<file path="config.mk">
export PLATFORM = sky130hd
export DESIGN_NAME = dsdl_host
export DESIGN_NICKNAME = d
export VERILOG_FILES = /design/src/verilog/dsdl_chan.v /design/src/verilog/dsdl_host.v
export VERILOG_INCLUDE_DIRS = /design/src /design/src/include
export SDC_FILE = /design/constraint.sdc
export NUM_CORES = 1
export LEC_CHECK = 0
export BUFFER_PORTS_ARGS = -buffer_cell sky130_fd_sc_hd__buf_2
export CAP_MARGIN = 20
export CORE_MARGIN = 10
export CORE_UTILIZATION = 50
export DETAILED_ROUTE_END_ITERATION = 8
export GPL_TIMING_DRIVEN = 0
export HOLD_SLACK_MARGIN = 0.15
export PLACE_DENSITY = 0.71
export SYNTH_ARGS = -nofsm -noshare
export SYNTH_HDL_FRONTEND = slang
export SYNTH_SLANG_ARGS = --single-unit
</file>
<file path="constraint.sdc">
create_clock -name core_clk -period 5.2 [get_ports core_clk]
set_input_delay 1.04 -clock core_clk [delete_from_list [all_inputs] [get_ports core_clk]]
set_output_delay 1.04 -clock core_clk [all_outputs]
set_load 0.005 [all_outputs]
</file>
<file path="src/include/dsdl_map.vh">
`ifndef DSDL_MAP_VH
`define DSDL_MAP_VH
// =========================================================
// Frame format
// =========================================================
`define DSDL_FRAME_BITS 16
`define DSDL_CNT_W 5
`define DSDL_DATA_W 16
// 12-bit variant: four leading don't-care bits
`define DSDL_PAD_12 4
// 14-bit variant: two leading don't-care bits
`define DSDL_PAD_14 2
// =========================================================
// Timing (core_clk 100 MHz)
// =========================================================
`define DSDL_CLK_PERIOD_NS 10
// Half period of the generated serial clock, in ns
`define DSDL_SCLK_HALF_NS 80
`define DSDL_SCLK_HALF_CYC (`DSDL_SCLK_HALF_NS / `DSDL_CLK_PERIOD_NS)
// Width of the load strobe pulse, in ns
`define DSDL_LOAD_PULSE_NS 100
`define DSDL_LOAD_PULSE_CYC (`DSDL_LOAD_PULSE_NS / `DSDL_CLK_PERIOD_NS)
`define DSDL_TMR_W 8
// Reset value of the frame sync and load strobe pins
`define DSDL_PIN_IDLE 1'b1
`endif

</file>
<file path="src/verilog/dsdl_chan.v">
`timescale 1ns/1ps
`include "dsdl_map.vh"
// One serial port driver: frames a 16-bit word onto frame sync and data at the shared clock edges
module dsdl_chan (
    core_clk,
    rst_b,
    clk_en,
    start,
    word,
    sclk_rise,
    sclk_fall,
    busy,
    frame_sync_n,
    serial_in,
    done
);
    input wire core_clk;
    input wire rst_b;
    input wire clk_en;
    input wire start;
    input wire [`DSDL_DATA_W-1:0] word;
    input wire sclk_rise;
    input wire sclk_fall;
    output reg busy;
    output reg frame_sync_n;
    output reg serial_in;
    output reg done;

    // Shift register and count of falling edges sent
    reg [`DSDL_DATA_W-1:0] shift_r;
    reg [`DSDL_CNT_W-1:0] cnt_r;

    // =========================================================
    // Frame sequencer
    // =========================================================
    // Bits change on the rising serial edge so they stand stable at the falling one
    always @(posedge core_clk or negedge rst_b) begin
        if (!rst_b) begin
            busy <= 1'b0;
            frame_sync_n <= `DSDL_PIN_IDLE;
            serial_in <= 1'b0;
            done <= 1'b0;
            shift_r <= {`DSDL_DATA_W{1'b0}};
            cnt_r <= {`DSDL_CNT_W{1'b0}};
        end else if (clk_en) begin
            done <= 1'b0;
            if (!busy) begin
                // Frame opens on a rising edge, first bit placed with it
                if (start && sclk_rise) begin
                    busy <= 1'b1;
                    frame_sync_n <= 1'b0;
                    serial_in <= word[`DSDL_DATA_W-1];
                    shift_r <= {word[`DSDL_DATA_W-2:0], 1'b0};
                    cnt_r <= {`DSDL_CNT_W{1'b0}};
                end
            end else if (sclk_fall) begin
                // Device samples here; count exactly sixteen edges
                cnt_r <= cnt_r + 1'b1;
                if (cnt_r == `DSDL_FRAME_BITS - 1) begin
                    // Frame closes before any seventeenth edge can occur
                    busy <= 1'b0;
                    frame_sync_n <= `DSDL_PIN_IDLE;
                    done <= 1'b1;
                end
            end else if (sclk_rise) begin
                // Next bit, MSB first
                serial_in <= shift_r[`DSDL_DATA_W-1];
                shift_r <= {shift_r[`DSDL_DATA_W-2:0], 1'b0};
            end
        end
    end
endmodule // dsdl_chan

</file>
<file path="src/verilog/dsdl_host.v">
`timescale 1ns/1ps
`include "dsdl_map.vh"
module dsdl_host (
    core_clk,
    rst_b,
    clk_en,
    wide_mode,
    auto_load,
    load_a,
    load_b,
    wr_valid_a,
    wr_data_a,
    wr_ready_a,
    wr_valid_b,
    wr_data_b,
    wr_ready_b,
    serial_clock,
    frame_sync_n_chan_a,
    serial_in_chan_a,
    frame_sync_n_chan_b,
    serial_in_chan_b,
    load_strobe_n_chan_a,
    load_strobe_n_chan_b,
    busy
);
    input wire core_clk;
    input wire rst_b;
    input wire clk_en;
    // High selects the 14-bit variant, low the 12-bit one
    input wire wide_mode;
    // High holds both load strobes low permanently
    input wire auto_load;
    // Request a load strobe pulse per channel
    input wire load_a;
    input wire load_b;
    // Sample words, two's complement, right aligned
    input wire wr_valid_a;
    input wire [13:0] wr_data_a;
    output reg wr_ready_a;
    input wire wr_valid_b;
    input wire [13:0] wr_data_b;
    output reg wr_ready_b;
    // Common serial clock drives both channel clock pins
    output reg serial_clock;
    output wire frame_sync_n_chan_a;
    output wire serial_in_chan_a;
    output wire frame_sync_n_chan_b;
    output wire serial_in_chan_b;
    output reg load_strobe_n_chan_a;
    output reg load_strobe_n_chan_b;
    output reg busy;

    // Clock divider
    reg [`DSDL_TMR_W-1:0] div_r;
    reg sclk_rise_r;
    reg sclk_fall_r;
    // Per-channel bundle
    wire [1:0] ch_valid;
    wire [1:0] ch_busy;
    wire [1:0] ch_done;
    wire [1:0] ch_fs;
    wire [1:0] ch_sd;
    wire [1:0] ch_load;
    // Registered ready per channel; a word is taken only with it high
    wire [1:0] ch_ready;
    // Strobe width as a full-width constant, cut to the timer width on use
    localparam [31:0] LOAD_PULSE_CYC = `DSDL_LOAD_PULSE_CYC;
    wire [`DSDL_DATA_W-1:0] ch_word [0:1];
    reg [1:0] pend_r;
    reg [1:0] start_r;
    reg [`DSDL_DATA_W-1:0] word_r [0:1];
    reg [`DSDL_TMR_W-1:0] pulse_r [0:1];

    assign ch_valid = {wr_valid_b, wr_valid_a};
    assign ch_load = {load_b, load_a};
    assign ch_ready = {wr_ready_b, wr_ready_a};
    assign ch_word[0] = wide_mode ? {{`DSDL_PAD_14{1'b0}}, wr_data_a}
                                  : {{`DSDL_PAD_12{1'b0}}, wr_data_a[11:0]};
    assign ch_word[1] = wide_mode ? {{`DSDL_PAD_14{1'b0}}, wr_data_b}
                                  : {{`DSDL_PAD_12{1'b0}}, wr_data_b[11:0]};
    // Pins come straight from the channel flip-flops
    assign frame_sync_n_chan_a = ch_fs[0];
    assign serial_in_chan_a = ch_sd[0];
    assign frame_sync_n_chan_b = ch_fs[1];
    assign serial_in_chan_b = ch_sd[1];

    // =========================================================
    // Serial clock divider
    // =========================================================
    // Free running, so both ports see the same edges; strobes mark edges
    always @(posedge core_clk or negedge rst_b) begin
        if (!rst_b) begin
            div_r <= {`DSDL_TMR_W{1'b0}};
            serial_clock <= 1'b0;
            sclk_rise_r <= 1'b0;
            sclk_fall_r <= 1'b0;
        end else if (clk_en) begin
            sclk_rise_r <= 1'b0;
            sclk_fall_r <= 1'b0;
            if (div_r == `DSDL_SCLK_HALF_CYC - 1) begin
                div_r <= {`DSDL_TMR_W{1'b0}};
                serial_clock <= ~serial_clock;
                sclk_rise_r <= ~serial_clock;
                sclk_fall_r <= serial_clock;
            end else begin
                div_r <= div_r + 1'b1;
            end
        end
    end

    // =========================================================
    // Per-channel word intake, framing and load strobe
    // =========================================================
    genvar g;
    generate
        for (g = 0; g < 2; g = g + 1) begin : g_ch
            // Serial driver for this port
            dsdl_chan u_chan (
                .core_clk(core_clk),
                .rst_b(rst_b),
                .clk_en(clk_en),
                .start(start_r[g]),
                .word(word_r[g]),
                .sclk_rise(sclk_rise_r),
                .sclk_fall(sclk_fall_r),
                .busy(ch_busy[g]),
                .frame_sync_n(ch_fs[g]),
                .serial_in(ch_sd[g]),
                .done(ch_done[g])
            );

            // Accept a word only when the port is idle
            always @(posedge core_clk or negedge rst_b) begin
                if (!rst_b) begin
                    start_r[g] <= 1'b0;
                    word_r[g] <= {`DSDL_DATA_W{1'b0}};
                end else if (clk_en) begin
                    if (start_r[g] && ch_busy[g]) begin
                        start_r[g] <= 1'b0;
                    end else if (ch_ready[g] && ch_valid[g]) begin
                        // Take follows the handshake, never the raw idle state
                        start_r[g] <= 1'b1;
                        word_r[g] <= ch_word[g];
                    end
                end
            end

            // Load pulse is held off while a frame runs, since a strobe
            // falling mid-transfer would be lost; the request waits.
            always @(posedge core_clk or negedge rst_b) begin
                if (!rst_b) begin
                    pend_r[g] <= 1'b0;
                    pulse_r[g] <= {`DSDL_TMR_W{1'b0}};
                end else if (clk_en) begin
                    if (pulse_r[g] != {`DSDL_TMR_W{1'b0}}) begin
                        pulse_r[g] <= pulse_r[g] - 1'b1;
                        pend_r[g] <= pend_r[g] | ch_load[g];
                    end else if ((pend_r[g] | ch_load[g]) && !auto_load
                                 && !ch_busy[g] && !start_r[g]) begin
                        pend_r[g] <= 1'b0;
                        pulse_r[g] <= LOAD_PULSE_CYC[`DSDL_TMR_W-1:0];
                    end else begin
                        pend_r[g] <= pend_r[g] | ch_load[g];
                    end
                end
            end
        end
    endgenerate

    // =========================================================
    // Pin and status registers
    // =========================================================
    always @(posedge core_clk or negedge rst_b) begin
        if (!rst_b) begin
            load_strobe_n_chan_a <= `DSDL_PIN_IDLE;
            load_strobe_n_chan_b <= `DSDL_PIN_IDLE;
            wr_ready_a <= 1'b0;
            wr_ready_b <= 1'b0;
            busy <= 1'b0;
        end else if (clk_en) begin
            // Auto mode holds strobes low: update lands on sixteenth edge
            load_strobe_n_chan_a <= ~(auto_load | (pulse_r[0] != 0));
            load_strobe_n_chan_b <= ~(auto_load | (pulse_r[1] != 0));
            // Ready drops at the take edge so a held valid is not taken twice
            wr_ready_a <= !start_r[0] && !ch_busy[0] && !(wr_ready_a && wr_valid_a);
            wr_ready_b <= !start_r[1] && !ch_busy[1] && !(wr_ready_b && wr_valid_b);
            busy <= |(ch_busy | start_r);
        end
    end
endmodule // dsdl_host

</file>
==> impl_metrics.csv <==
group,metric,value,unit
run_status,status,"finished clean",
synth,synth_edf_count,0,
synth,yosysUniqueCellTypes,43,
synth,syn_inst,436,
synth,ys.flop_type,"dfrtp_1",
route,routed-wl-met3,306,um
die,ios,47,
min_path,hp-class,"reg -> reg",
cts,cts_buffer_depth,2,
power,p_seq_frac,0.562,
grt,grt_antenna_before_repair,0,
route,drt-wirelength-per-cell,14.9,um
grt,grt_max_degree,69,
route,highest_layer,"met4",
power,pwr-share-comb,0.198,
timing,finalSetupTns,0,ns
layout,drive_above_1_share,0.220,
synth,ys_async_sr_fraction,1.00,
route,drt_first_pass_iters,4,
power,p_sw_frac,0.292,
cts,cts_tree,"done",
synth,yosys_warnings,0,
synth,avgSynthCellArea,11.1,sq um
power,p_total,0.00215,W
worst_setup_path,end_kind,"flip-flop",
grt,grt_pass1_vias,3572,
synth,synth_seq_cells,110,
timing,period_share,0.411,
layout,syn2layout_area_growth,12.7,%
placed_design,post-place-ws,2.70,ns
power,powerDensity,393,nW/um^2
timing,rsz0062_at_grt,"false",
cts,clock-root-buffer,"clkbuf_8",
timing,drv_slew,0,
layout,layout_commonest_cell,"dfrtp_1",
layout,final_cell_mix,"dfrtp_1, buf_2, nand2_1",
cts,clk_pin_slew,0.09,ns
placed_design,routabilityCongestion,0.798,
cts,cts-htree-levels,3,
cts,postCtsSetupBuffers,0,
route,via_per_inst,5.36,
cts,cts_buffers,9,
layout,diodes,0,
placed_design,numPortBuffers,46,
synth,syn_nets,480,
power,ir_worst_vdd,0.210,mV
route,drc,0,
worst_setup_path,start_kind,"primary input",
grt,grt.overflow.total,0,
power,power.internal,0.00152,W
synth,syn_area,4850,sq um
worst_setup_path,worstPathArrival,2.41,ns
timing,maxSlewHeadroom,0.607,
die,initial_core_util,0.520,
timing,holdWs,0.479,ns
timing,skew,0.0161,ns
die,fp.dieW,119,um
die,coreArea,9330,sq um
route,routed_wl,9360,um
cts,post_cts_resize_count,0,
grt,track_usage,0.139,
worst_setup_path,crit_required,5.48,ns
worst_setup_path,crit_type,"in -> reg",
power,power_switching,0.000628,W
cts,cts-hold-fix-buffers,0,
die,floorplan.die_area,14000,sq um
route,drt.antenna.violating_nets,0,
run,drv_cap,0,
route,wl_met2,4520,um
cts,clock_latency,0.36,ns
route,wl_met1,4440,um
worst_setup_path,reg2reg_from,"pulse_r[8]$_DFFE_PN0P_",
cts,cts_sinks,110,
timing,period_minus_slack,2.14,ns
power,clkPwrFrac,0.240,
route,vias,3366,
timing,worstMarginPinSlew,0.584,ns
power,cellLeakagePower,2.50,nW
timing,setup_violations,0,
die,rows,35,
placed_design,dpl.hpwl,6660,um
route,drtIter0Drc,137,
timing,max_freq,468,MHz
grt,grt_pass1_wl,16600,um
die,fp.dieH,119,um
worst_setup_path,worst-path-max-fanout,10,
layout,post-route-util,0.586,
timing,worst_slack,3.06,ns
timing,finalHoldViolations,0,
min_path,hold_path_startpoint,"load_strobe_n_chan_b$_DFFE_PN1P_",
synth,synth-seq-area-share,0.568,
layout,final_nets,538,
worst_setup_path,crit_start,"clk_en",
[cell type report]
class,count,area [sq um]
Buffer,20,88.8
Tap cell,129,161
Timing Repair Buffer,47,260
Clock buffer,13,149
Inverter,15,56.3
Fill cell,816,3860
Multi-Input combinational cell,291,1950
Clock inverter,3,46.3
Sequential cell,110,2760
[synthesized netlist by cell type, types with 2 or more instances]
cell	instances	area, sq um
a22o_1	6	52.6
and3_1	4	25.0
and2_1	2	12.5
a31oi_1	6	37.5
buf_2	11	55.1
and4b_1	2	20.0
inv_1	15	56.3
nor2_1	34	128
xnor2_1	5	43.8
nor3_1	10	50.1
a211oi_1	2	15.0
nand3_1	10	50.1
o2bb2ai_1	2	17.5
o21ai_0	31	155
a21o_1	8	60.1
nor3b_1	2	15.0
nor2b_1	2	12.5
xor2_1	7	61.3
a21oi_1	24	120
nand4_1	5	31.3
mux2i_1	28	280
ha_1	7	87.6
dfstp_2	4	105
o211ai_1	2	15.0
mux2_2	30	338
clkbuf_1	8	30.0
nand2_1	46	173
dfrtp_1	106	2650
nor4_1	3	18.8
[state kept, by name, indices dropped and copies added, names as in the netlist]
name                      cells
g_ch.u_chan.busy              2
g_ch.u_chan.cnt_r            10
start_r                       2
serial_clock                  1
g_ch.u_chan.serial_in         2
sclk_rise_r                   1
load_strobe_n_chan_b          1
busy                          1
word_r                       28
sclk_fall_r                   1
pend_r                        2
g_ch.u_chan.frame_sync_n      2
wr_ready_a                    1
wr_ready_b                    1
pulse_r                      16
div_r                         8
load_strobe_n_chan_a          1
g_ch.u_chan.shift_r          30
[layer usage]
layer	global-route usage	vias to the layer above
li1	-	1646
met1	0.177	1653
met2	0.231	57
met3	0.0343	10
met4	0.0336	0
met5	0	-
[power groups by stage]
stage               clock [W]  sequential, W  combinational [W]
global placement            0        0.00121           0.000403
finish               0.000517        0.00121           0.000425
global route         0.000561        0.00124           0.000494
CTS                  0.000527        0.00121           0.000433
detailed placement          0        0.00122           0.000431
floorplan                   0        0.00118           0.000331
[worst max-delay path, cell delays in order]
cell	delay [ns]
buf_2	0.19
buf_2	0.28
o211ai_1	0.13
a21oi_1	0.30
buf_2	0.29
nand3_1	0.09
o21ai_0	0.09
[final timing paths]
kind | endpoint | slack, ns | cells past startpoint
min in group asynchronous | pulse_r[5]$_DFFE_PN0P_ | 0.65 | 1
setup / recovery | g_ch[0].u_chan.shift_r[15]$_DFFE_PN0P_ | 3.06 | 7
hold / removal | load_strobe_n_chan_b$_DFFE_PN1P_ | 0.48 | 1
hold reg to reg | load_strobe_n_chan_b$_DFFE_PN1P_ | 0.48 | 1
setup reg to reg | pulse_r[14]$_DFFE_PN0P_ | 3.31 | 6
max in group asynchronous | g_ch[0].u_chan.frame_sync_n$_DFFE_PN1P_ | 3.79 | 2
[kinds of logic after synthesis]
family / Yosys count / synth area share
AO/OA/AOI/OAI: 84 / 0.102
multiplexers: 59 / 0.130
XOR/XNOR: 12 / 0.0217
buffers and inverters: 35 / 0.0299
adder cells (fa/ha/maj): 7 / 0.0180
flip-flops: 110 / 0.568
AND/OR/NAND/NOR: 129 / 0.130
[metrics by stage]
step           area, sq um  instances
5_1_grt               5470        628
2_1_floorplan         4850        436
4_1_cts               5470        628
3_5_place_dp          5270        612
3_3_place_gp          5240        611
6_report              5470        628
Note: power is estimated with default switching activity, not from simulation.
